[src/hdl/advs_map.svh]
// Constants for the converter voltage serial reporter
`ifndef ADVS_MAP_SVH
`define ADVS_MAP_SVH

`define ADVS_CLK_HZ 100000000
`define ADVS_BAUD 9600
`define ADVS_PERIOD_MS 100
`define ADVS_MSG_LEN 26
`define ADVS_SAMPLE_W 12
`define ADVS_SIGN_BIT 11
`define ADVS_MAG_SHIFT 11
`define ADVS_ZERO_CODE 12'h800
`define ADVS_FULL_MV 5000
`define ADVS_FIFO_DEPTH 4
`define ADVS_CH_A 8'h41
`define ADVS_CH_D 8'h44
`define ADVS_CH_ONE 8'h31
`define ADVS_CH_TWO 8'h32
`define ADVS_CH_COLON 8'h3a
`define ADVS_CH_PLUS 8'h2b
`define ADVS_CH_MINUS 8'h2d
`define ADVS_CH_DOT 8'h2e
`define ADVS_CH_VOLT 8'h56
`define ADVS_CH_CR 8'h0d
`define ADVS_CH_LF 8'h0a
`define ADVS_CH_ZERO 8'h30

`endif

[src/hdl/advs_pkg.sv]
// Types shared by the voltage serial reporter
package advs_pkg;

  typedef enum logic {ADVS_IDLE, ADVS_FILL} advs_phase_e;

  typedef logic [20:0] advs_reading_t;

endpackage : advs_pkg

[src/hdl/advs_fifo.sv]
// Small flip-flop FIFO between message builder and serial shifter
`timescale 1ns/100ps
module advs_fifo #(
  parameter int WIDTH = 8,
  parameter int DEPTH = 4
) (
  input wire logic clk,
  input wire logic srst,
  input wire logic inValid,
  output logic inReady,
  input wire logic [WIDTH-1:0] inData,
  output logic outValid,
  input wire logic outReady,
  output logic [WIDTH-1:0] outData
);
  localparam int PW = (DEPTH > 1) ? $clog2(DEPTH) : 1;
  localparam int CW = $clog2(DEPTH + 1);

  typedef struct packed {
    logic [DEPTH-1:0][WIDTH-1:0] mem;
    logic [PW-1:0] rdPtr;
    logic [PW-1:0] wrPtr;
    logic [CW-1:0] count;
  } advs_fifo_s;

  advs_fifo_s st;
  advs_fifo_s next_st;
  logic doPush;
  logic doPop;

  assign inReady = (st.count != CW'(DEPTH));
  assign outValid = (st.count != '0);
  assign outData = st.mem[st.rdPtr];
  assign doPush = inValid && inReady;
  assign doPop = outValid && outReady;

  always_comb begin
    next_st = st;
    if (doPush) begin
      next_st.mem[st.wrPtr] = inData;
      next_st.wrPtr = (st.wrPtr == PW'(DEPTH - 1)) ? '0 : PW'(st.wrPtr + 1'b1);
    end
    if (doPop) begin
      next_st.rdPtr = (st.rdPtr == PW'(DEPTH - 1)) ? '0 : PW'(st.rdPtr + 1'b1);
    end
    if (doPush && !doPop) begin
      next_st.count = CW'(st.count + 1'b1);
    end else if (doPop && !doPush) begin
      next_st.count = CW'(st.count - 1'b1);
    end
  end

  always_ff @(posedge clk) begin
    if (srst) begin
      st <= '0;
    end else begin
      st <= next_st;
    end
  end

endmodule : advs_fifo

[src/hdl/advs_reporter.sv]
// Dual-channel sample capture, voltage conversion and 9600 baud text report
`timescale 1ns/100ps
`include "advs_map.svh"
module advs_reporter
  import advs_pkg::*;
#(
  parameter int PERIOD_CYCLES = `ADVS_PERIOD_MS * (`ADVS_CLK_HZ / 1000),
  parameter int BAUD_DIV = `ADVS_CLK_HZ / `ADVS_BAUD
) (
  input wire logic clk,
  input wire logic srst,
  input wire logic channelOneClk,
  input wire logic [11:0] channelOneSample,
  input wire logic channelTwoClk,
  input wire logic [11:0] channelTwoSample,
  output logic txLine
);

  // ----------------------------------------
  // State
  // ----------------------------------------
  typedef struct packed {
    logic [1:0][2:0] clkSync;
    logic [1:0][2:0][11:0] dataSync;
    logic [1:0] clkLvl;
    logic [1:0][11:0] sample;
    logic [31:0] intervalCnt;
    advs_phase_e phase;
    logic [4:0] charIdx;
    advs_reading_t snapOne;
    advs_reading_t snapTwo;
    logic txBusy;
    logic [8:0] txShift;
    logic [3:0] bitsLeft;
    logic [15:0] baudCnt;
    logic txLine;
  } advs_state_s;

  advs_state_s st;
  advs_state_s next_st;
  advs_reading_t reading [2];
  logic [7:0] pushData;
  logic pushReady;
  logic popValid;
  logic [7:0] popData;
  logic baudTick;

  // ----------------------------------------
  // Conversion
  // ----------------------------------------
  function automatic logic [19:0] toBcd(input logic [15:0] bin);
    logic [35:0] w;
    w = {20'h0, bin};
    for (int i = 0; i < 16; i++) begin
      for (int j = 0; j < 5; j++) begin
        if (w[16 + 4 * j +: 4] > 4'h4) begin
          w[16 + 4 * j +: 4] = 4'(w[16 + 4 * j +: 4] + 4'h3);
        end
      end
      w = {w[34:0], 1'b0};
    end
    return w[35:16];
  endfunction : toBcd

  function automatic advs_reading_t toReading(input logic [11:0] s);
    logic [11:0] mag;
    logic [15:0] milliVolt;
    // Offset binary: codes below the zero code are negative, distance to it is the size
    mag = s[`ADVS_SIGN_BIT] ? {1'b0, s[10:0]} : 12'(`ADVS_ZERO_CODE - {1'b0, s[10:0]});
    milliVolt = 16'((32'(mag) * `ADVS_FULL_MV) >> `ADVS_MAG_SHIFT);
    return {s[`ADVS_SIGN_BIT], toBcd(milliVolt)};
  endfunction : toReading

  always_comb begin
    reading[0] = toReading(st.sample[0]);
    reading[1] = toReading(st.sample[1]);
  end

  // ----------------------------------------
  // Character map
  // ----------------------------------------
  function automatic logic [7:0] charAt(input logic [4:0] idx, input advs_reading_t r,
                                        input logic [7:0] label);
    logic [7:0] c;
    case (idx)
      5'h00: c = `ADVS_CH_A;
      5'h01: c = `ADVS_CH_D;
      5'h02: c = label;
      5'h03: c = `ADVS_CH_COLON;
      5'h04: c = r[20] ? `ADVS_CH_PLUS : `ADVS_CH_MINUS;
      5'h05: c = `ADVS_CH_ZERO | {4'h0, r[19:16]};
      5'h06: c = `ADVS_CH_ZERO | {4'h0, r[15:12]};
      5'h07: c = `ADVS_CH_DOT;
      5'h08: c = `ADVS_CH_ZERO | {4'h0, r[11:8]};
      5'h09: c = `ADVS_CH_ZERO | {4'h0, r[7:4]};
      5'h0a: c = `ADVS_CH_ZERO | {4'h0, r[3:0]};
      default: c = `ADVS_CH_VOLT;
    endcase
    return c;
  endfunction : charAt

  always_comb begin
    if (st.charIdx < 5'h0c) begin
      pushData = charAt(st.charIdx, st.snapOne, `ADVS_CH_ONE);
    end else if (st.charIdx < 5'h18) begin
      pushData = charAt(5'(st.charIdx - 5'h0c), st.snapTwo, `ADVS_CH_TWO);
    end else if (st.charIdx == 5'h18) begin
      pushData = `ADVS_CH_CR;
    end else begin
      pushData = `ADVS_CH_LF;
    end
  end

  assign baudTick = (st.baudCnt == 16'(BAUD_DIV - 1));

  // ----------------------------------------
  // Next state
  // ----------------------------------------
  always_comb begin
    next_st = st;
    // Three-stage pin synchronisers; a converter edge counts once stages two and three agree
    next_st.clkSync[0] = {st.clkSync[0][1:0], channelOneClk};
    next_st.clkSync[1] = {st.clkSync[1][1:0], channelTwoClk};
    next_st.dataSync[0] = {st.dataSync[0][1:0], channelOneSample};
    next_st.dataSync[1] = {st.dataSync[1][1:0], channelTwoSample};
    for (int c = 0; c < 2; c++) begin
      if (st.clkSync[c][1] == st.clkSync[c][2]) begin
        next_st.clkLvl[c] = st.clkSync[c][2];
        if (st.clkSync[c][2] && !st.clkLvl[c]) begin
          next_st.sample[c] = st.dataSync[c][2];
        end
      end
    end

    // Message pacing and building
    if (st.intervalCnt == 32'(PERIOD_CYCLES - 1)) begin
      next_st.intervalCnt = '0;
    end else begin
      next_st.intervalCnt = 32'(st.intervalCnt + 1'b1);
    end
    case (st.phase)
      ADVS_IDLE: begin
        if (st.intervalCnt == 32'(PERIOD_CYCLES - 1)) begin
          next_st.snapOne = reading[0];
          next_st.snapTwo = reading[1];
          next_st.charIdx = '0;
          next_st.phase = ADVS_FILL;
        end
      end
      ADVS_FILL: begin
        // A slow line stalls the builder through the FIFO instead of dropping text
        if (pushReady) begin
          if (st.charIdx == 5'(`ADVS_MSG_LEN - 1)) begin
            next_st.phase = ADVS_IDLE;
          end else begin
            next_st.charIdx = 5'(st.charIdx + 1'b1);
          end
        end
      end
      default: next_st.phase = ADVS_IDLE;
    endcase

    // Serial shifter with its own baud divider
    if (!st.txBusy) begin
      next_st.baudCnt = '0;
      next_st.txLine = 1'b1;
      if (popValid) begin
        next_st.txBusy = 1'b1;
        next_st.txLine = 1'b0;
        next_st.txShift = {1'b1, popData};
        next_st.bitsLeft = 4'h9;
      end
    end else begin
      next_st.baudCnt = baudTick ? '0 : 16'(st.baudCnt + 1'b1);
      if (baudTick) begin
        if (st.bitsLeft != 4'h0) begin
          next_st.txLine = st.txShift[0];
          next_st.txShift = {1'b1, st.txShift[8:1]};
          next_st.bitsLeft = 4'(st.bitsLeft - 1'b1);
        end else begin
          next_st.txBusy = 1'b0;
        end
      end
    end
  end

  always_ff @(posedge clk) begin
    if (srst) begin
      st <= '0;
      st.txLine <= 1'b1;
      st.phase <= ADVS_IDLE;
    end else begin
      st <= next_st;
    end
  end

  assign txLine = st.txLine;

  advs_fifo #(
    .WIDTH(8),
    .DEPTH(`ADVS_FIFO_DEPTH)
  ) u_fifo (
    .clk(clk),
    .srst(srst),
    .inValid(st.phase == ADVS_FILL),
    .inReady(pushReady),
    .inData(pushData),
    .outValid(popValid),
    .outReady(!st.txBusy),
    .outData(popData)
  );
endmodule : advs_reporter

[config.mk]
export PLATFORM = sky130hd
export DESIGN_NAME = advs_reporter
export DESIGN_NICKNAME = d
export VERILOG_FILES = /design/src/hdl/advs_pkg.sv /design/src/hdl/advs_fifo.sv /design/src/hdl/advs_reporter.sv
export VERILOG_INCLUDE_DIRS = /design/src /design/src/hdl
export SDC_FILE = /design/constraint.sdc
export NUM_CORES = 1
export LEC_CHECK = 0
export BUFFER_PORTS_ARGS = -buffer_cell sky130_fd_sc_hd__buf_2
export CAP_MARGIN = 10
export CORE_MARGIN = 2
export CORE_UTILIZATION = 41
export CTS_CLUSTER_SIZE = 28
export DETAILED_ROUTE_END_ITERATION = 8
export PLACE_DENSITY = 0.61
export SLEW_MARGIN = 15
export SYNTH_ARGS = -nofsm -noshare
export SYNTH_HDL_FRONTEND = slang
export SYNTH_SLANG_ARGS = --single-unit
[constraint.sdc]
create_clock -name clk -period 13.4 [get_ports clk]
set_input_delay 1.34 -clock clk [delete_from_list [all_inputs] [get_ports clk]]
set_output_delay 1.34 -clock clk [all_outputs]
set_load 0.1 [all_outputs]
==> out/metrics.cfg, run 1 <==
[floorplan]
core_area_um2 = 49100
dieArea_um2 = 51600
start_util = 0.416
die_h_um = 227
std_cell_rows = 81
ios = 29
die_w_um = 227

[worst_setup_path]
crit_family = simple AND/OR/NAND/NOR gates
critPathCaptureType = flop
required_ps = 13900
critPathArrivalTime_ps = 13640
cp_slowest_cell = fa_1
endpoint = st[58]
crit_fanout = 12
critPathMaxStageDelay_ps = 530
r2r_start = st[114]
cp-start-kind = flop
r2r_end = st[58]
crit_cells = 67
rr_worst_depth = 67
critPathKind = reg -> reg
crit_start = st[114]
reg2reg_slack_ps = 270
critPathBufInv = 14

[power_and_ir_drop]
p_leak_nw = 10.3
peakVddDrop_uv = 166
power_mw = 4.44
power_density_nw_per_um2 = 180

[place]
portBuffers = 28
dp_cells = 3263
place.gp.congestion = 0.899
hpwlAfterDp_mm = 37.5

[global_routing]
grt_max_degree = 74
grt_pass1_vias = 17942
antenna_found_initial = 0
gr-total-overflow = 0
grt_first_pass_wirelength_mm = 84.3
grt_usage = 0.191

[sta]
grt_setup_unrepaired = true
fin_crit_ps = 13130
clock_skew_ps = 14.9
period_share = 0.980
hold_viol_final = 0
slew_headroom = 0.386
slew_violations = 0
hold_slack_ps = 427
fmax_mhz = 76.1
worst_pin_slew_ps = 915
setup_viol = 0

[yosys]
ys_ff_latch = 246
yosysTopAreaCellShare = 0.241
syn_area_um2 = 20400
synth_cell_types = 112
async_flop_share = 0
synth_edf_count = 0
ys_warn_count = 0
synth_seq_area_share = 0.241
synth.avg_cell_area_um2 = 7.94
ys.flop_type = dfxtp_1
synth_top_area_cell = dfxtp_1
synth_cells = 2573
netlist_top_cells_area = dfxtp_1 24%, ha_1 11%, nor2_1 4.8%
synth_nets = 2816

[run_status]
status = finished, final reports clean

[route]
ant_nets = 0
num_vias = 18952
viasPerCell = 5.60
first_pass_iters = 7
wl_per_cell_um = 15.2
drc = 0
wirelength_mm = 51.3
first_iter_violations = 1260

[cts]
cts.clk_slew.worst_paths_ps = 60
cts_tree = done
clk_latency_ps = 560
cts.sink_count = 246
cts.htree.levels = 1
clockBufferDepth = 3
root_buffer = clkbuf_16
cts_inserted_buffers = 28

[cells_and_area]
syn2layout_area_growth_pct = 20.6
stdcell_count = 3385
layout-drive-gt1-share = 0.203
antennaDiodeCount = 0
post-route-util = 0.502
nNetsFinal = 2942

[hold_path]
hold_class = reg -> reg

[run]
drv_cap = 0

==> tightest hold or removal path: cells and delay by family (launching register included) <==
kind             cells  cell delay [ps]
AO/OA/AOI/OAI        1               50
flip-flops           1              290
AND/OR/NAND/NOR      1               50
==> sequential cells by signal, indices dropped and copies added, names as in the netlist <==
| name | flops |
|---|---|
| u_fifo.st | 35 |
| next_st | 52 |
| reading | 2 |
| st | 156 |
| txLine | 1 |
==> worst min path at each step <==
stage               slack, ps  depth (start not counted)      endpoint          from
floorplan                 410                          2       st[111]       st[161]
global placement          420                          1       st[167]  next_st[167]
detailed placement        420                          1       st[197]  next_st[197]
CTS                       430                          2       st[121]       st[171]
global route              450                          1  next_st[169]  next_st[157]
finish                    430                          2       st[127]       st[201]
==> cell usage after synthesis (27+ instances only) <==
cell	n
ha_1	174
mux2i_1	50
a21oi_1	189
fa_1	41
dfxtp_1	246
nand3_1	77
o211ai_1	27
xnor2_1	62
a211oi_1	55
nor2_1	261
xor2_1	55
nand2_1	223
clkbuf_1	88
nor2b_1	89
and3_1	27
o21ai_0	76
inv_1	178
nor3_1	65
a21o_1	30
==> routing by layer <==
metal,up-vias,part of all wire,track usage
met5,-,0,0
met4,0,0.015,0.0409
met3,58,0.038,0.0190
met2,384,0.47,0.326
met1,9002,0.47,0.262
li1,9508,-,-
==> cell usage in the layout (no fill, tap or decap), drive strengths merged, types with 21 or more instances in the layout <==
| cell type | n |
|---|---|
| o21ai | 92 |
| inv | 186 |
| xor2 | 55 |
| nand2 | 223 |
| and3 | 27 |
| nand2b | 26 |
| fa | 41 |
| and2 | 26 |
| clkbuf | 39 |
| a31oi | 25 |
| a21o | 30 |
| o211ai | 29 |
| or2 | 23 |
| a211oi | 59 |
| nand3 | 77 |
| nor2b | 89 |
| mux2i | 51 |
| ha | 174 |
| buf | 214 |
| nor2 | 261 |
| nor3 | 66 |
| dfxtp | 246 |
| xnor2 | 63 |
| nor4 | 23 |
| or3 | 24 |
| a21oi | 194 |
| nand4 | 21 |
==> stage by stage <==
step	worst slack [ps]	area, µm²	setup TNS, ps
floorplan	-13.3	20600	-13.3
global placement	-321	22000	-973
detailed placement	-577	22000	-5340
CTS	27.8	23300	0
global route	-246	24600	-871
finish	266	24600	0
==> where the power goes <==
part	switching, mW	internal, mW
logic	1.47	1.37
clock network	0.312	0.491
registers	0.0323	0.769
total	1.81	2.63
==> area by class of cell <==
class | instances | area (µm²)
inverters | 183 | 689
well taps | 664 | 831
repair buffers | 214 | 1550
fillers | 4661 | 24400
clock buffers | 39 | 822
multi-input cells | 2026 | 15600
flip-flops and latches | 246 | 4930
clock inverters | 13 | 185
==> cell families (layout without fill, tap and decap cells) <==
| family | count (synthesis) | after routing | synth area share |
|---|---|---|---|
| simple gates | 938 | 938 | 0.226 |
| mux | 77 | 77 | 0.0438 |
| compound gates | 673 | 673 | 0.231 |
| flops | 246 | 246 | 0.241 |
| buf+inv | 301 | 449 | 0.0572 |
| xor+xnor | 119 | 119 | 0.0521 |
| fa+ha+maj | 219 | 219 | 0.149 |
==> what timing repair did <==
action,CTS,global route
hold buffers,0,0
setup buffers,15,55
hold endpoints to repair,0,0
endpoints found under the setup margin,29,32
pin swaps,15,84
resized for setup,28,195
(Power assumes the default switching activity.)
==> inputs of run 2 (changes only) <==
CORE_ASPECT_RATIO = 2   (was unset)
REMOVE_ABC_BUFFERS = 1   (was unset)
SKIP_LAST_GASP = 1   (was unset)
==> run 2 against run 1 <==
  * Sequential share of layout area shrank 0.13 points
  * Global-route usage grew 2.1 points
  * Cell count grew 0.53%
  * Routed wire length grew 12%
  * Non-clock buffer count grew 51
  * Via count grew 3.5%
  * Largest power group unchanged
  * Register-to-register slack gained 30 ps
  * Setup slack gained 28 ps
  * Clock-buffer cell count shrank 8
  * Highest routed layer unchanged
  * Design area grew 0.50%
  * Clock power shrank 7.5%
  * Utilization grew 0.091 points
==> out/metrics.cfg, run 2 (same netlist as run 1, synthesis figures left out) <==
[run_status]
status = finished, final reports clean

[cts]
cts.clk_slew.worst_paths_ps = 70  ; about the same
cts_tree = done
cts.sink_count = 246  ; unchanged
cts_inserted_buffers = 24  ; -14%
cts.htree.levels = 1  ; unchanged
ctsHoldBuffers = 0  ; unchanged
clk_latency_ps = 570  ; about the same
root_buffer = clkbuf_16
clockBufferDepth = 3  ; unchanged

[global_routing]
grt_max_degree = 108  ; +46%
grt_pass1_vias = 19534  ; +8.9%
grt_first_pass_wirelength_mm = 91.8  ; +8.9%
grt_usage = 0.212  ; +0.0210
antenna_found_initial = 0  ; unchanged
gr-total-overflow = 0  ; unchanged

[floorplan]
dieArea_um2 = 51700  ; +0.21%
std_cell_rows = 115  ; +42%
start_util = 0.415  ; -0.00133
ios = 29  ; unchanged
die_w_um = 162  ; -29%
die_h_um = 320  ; +41%
core_area_um2 = 49200  ; +0.32%

[worst_setup_path]
cp-start-kind = flop
required_ps = 13910  ; about the same
rr_worst_depth = 63  ; -6.0%
critPathKind = reg -> reg
critPathMaxStageDelay_ps = 550  ; +20 ps
critPathArrivalTime_ps = 13610  ; -30 ps
crit_fanout = 7  ; -5
crit_family = adder cells
cp_slowest_cell = fa_1
crit_cells = 63  ; -6.0%
critPathCaptureType = flop
crit_path_frequent_cell = ha_4
critPathBufInv = 10  ; -4

[sta]
grt_setup_unrepaired = true
fmax_mhz = 76.3  ; +0.21%
period_share = 0.978  ; -0.00206
setup_viol = 0  ; unchanged
slew_violations = 0  ; unchanged
fin_crit_ps = 13110  ; -27.6 ps
clock_skew_ps = 18.2  ; +3.26 ps
worst_pin_slew_ps = 939  ; +23.6 ps
hold_viol_final = 0  ; unchanged
setup_slack_ps = 294  ; +27.6 ps
slew_headroom = 0.374  ; -0.0113

[cells_and_area]
largest-register = st
largest_reg_flops = 156  ; unchanged
layout-drive-gt1-share = 0.210  ; +0.00728
final_cell_mix = 253 x nor2_1, 243 x dfxtp_1, 230 x buf_4, 222 x nand2_1, 175 x a21oi_1
nNetsFinal = 2989  ; +1.6%
fill_cells = 4758  ; +2.1%
post-route-util = 0.503  ; +0.000908
layout_commonest_cell = nor2_1
syn2layout_area_growth_pct = 21.2
antennaDiodeCount = 0  ; unchanged

[hold_path]
holdPathStages = 2  ; unchanged
hold_class = reg -> reg

[route]
wl_per_cell_um = 16.9  ; +11%
viasPerCell = 5.76  ; +2.9%
drc = 0  ; unchanged
wirelength_mm = 57.4  ; +12%
ant_nets = 0  ; unchanged
first_iter_violations = 917  ; -27%
first_pass_iters = 6  ; -1
num_vias = 19614  ; +3.5%

[power_and_ir_drop]
p_comb_frac = 0.683  ; +0.044
pwr-share-clk = 0.152  ; -0.029
peakVddDrop_uv = 173  ; +4.0%
power_density_nw_per_um2 = 197  ; +9.2%
switching_share = 0.419  ; +0.0102
seq_power_share = 0.165  ; -0.015
p_sw_mw = 2.04  ; +13%
p_int_mw = 2.83  ; +7.9%
p_leak_nw = 10.4  ; +0.82%

[place]
place.gp.congestion = 0.911  ; +1.3%
hpwlAfterDp_mm = 43.5  ; +16%
place_ws_ps = -717  ; -141 ps
portBuffers = 28  ; unchanged

[run]
drv_cap = 0  ; unchanged

-- run 2: cell count changes in the layout (fill, tap and decap cells not counted), sizes merged --
cell and delta:
clkbuf -7, clkinv -4, clkinvlp -1, buf +50
bufinv +1
-- run 2: worst register-to-register path, delay by kind of cell, from the launching register on --
family | cells | cell delay [ps]
flip-flops | 1 | 330
AO/OA/AOI/OAI | 17 | 3190
buffers and inverters | 10 | 900
XOR/XNOR | 3 | 520
AND/OR/NAND/NOR | 16 | 3590
adder cells (fa/ha/maj) | 14 | 3830
multiplexers | 3 | 700
-- run 2: timing repair --
| item | in CTS | in global routing |
|---|---|---|
| endpoints found under the hold margin | 0 | 0 |
| buffers inserted | 15 | 43 |
| endpoints found under the setup margin | 19 | 32 |
| pin swaps | 14 | 92 |
| gates resized for setup | 42 | 211 |
-- run 2: per-stage QoR --
stage	power [mW]	cell area, µm²	hold WS (ps)	setup TNS [ps]	std cells
floorplan	2.64	19900	411	-20220	2455
global placement	3.26	22300	419	-2260	3306
detailed placement	3.34	22300	422	-6530	3306
CTS	4.22	23400	436	0	3361
global route	5.21	24800	450	-2580	3403
finish	4.87	24800	433	0	3403
-- run 2: power groups by stage --
stage / clock [mW] / combinational (mW) / sequential (mW)
6_report: 0.742 / 3.33 / 0.803
5_1_grt: 0.785 / 3.62 / 0.808
4_1_cts: 0.764 / 2.65 / 0.803
3_5_place_dp: 0 / 2.52 / 0.819
3_3_place_gp: 0 / 2.44 / 0.818
2_1_floorplan: 0 / 1.82 / 0.819
-- run 2: layer usage --
metal	up-vias	wire [µm]	track usage
li1	9598	-	-
met1	9434	20200	0.196
met2	434	33000	0.441
met3	148	1370	0.0144
met4	0	2830	0.118
met5	-	0	0
-- run 2: area by class of cell --
class | instances | area (µm²) | share of cell area
multi-input combinational | 2026 | 15500 | 0.628
sequential | 246 | 4930 | 0.199
timing repair buffer | 265 | 1950 | 0.0786
tap | 643 | 805 | 0.0325
inverter | 183 | 692 | 0.0280
clock buffer | 31 | 667 | 0.0269
clock inverter | 9 | 181 | 0.00733
-- run 2: worst paths after layout --
kind                            slack, ps  startpoint       to
worst max-delay path                  290     st[115]   st[58]
worst min-delay path                  430     st[164]  st[114]
worst max register to register        290     st[115]   st[58]
worst min register to register        430     st[164]  st[114]
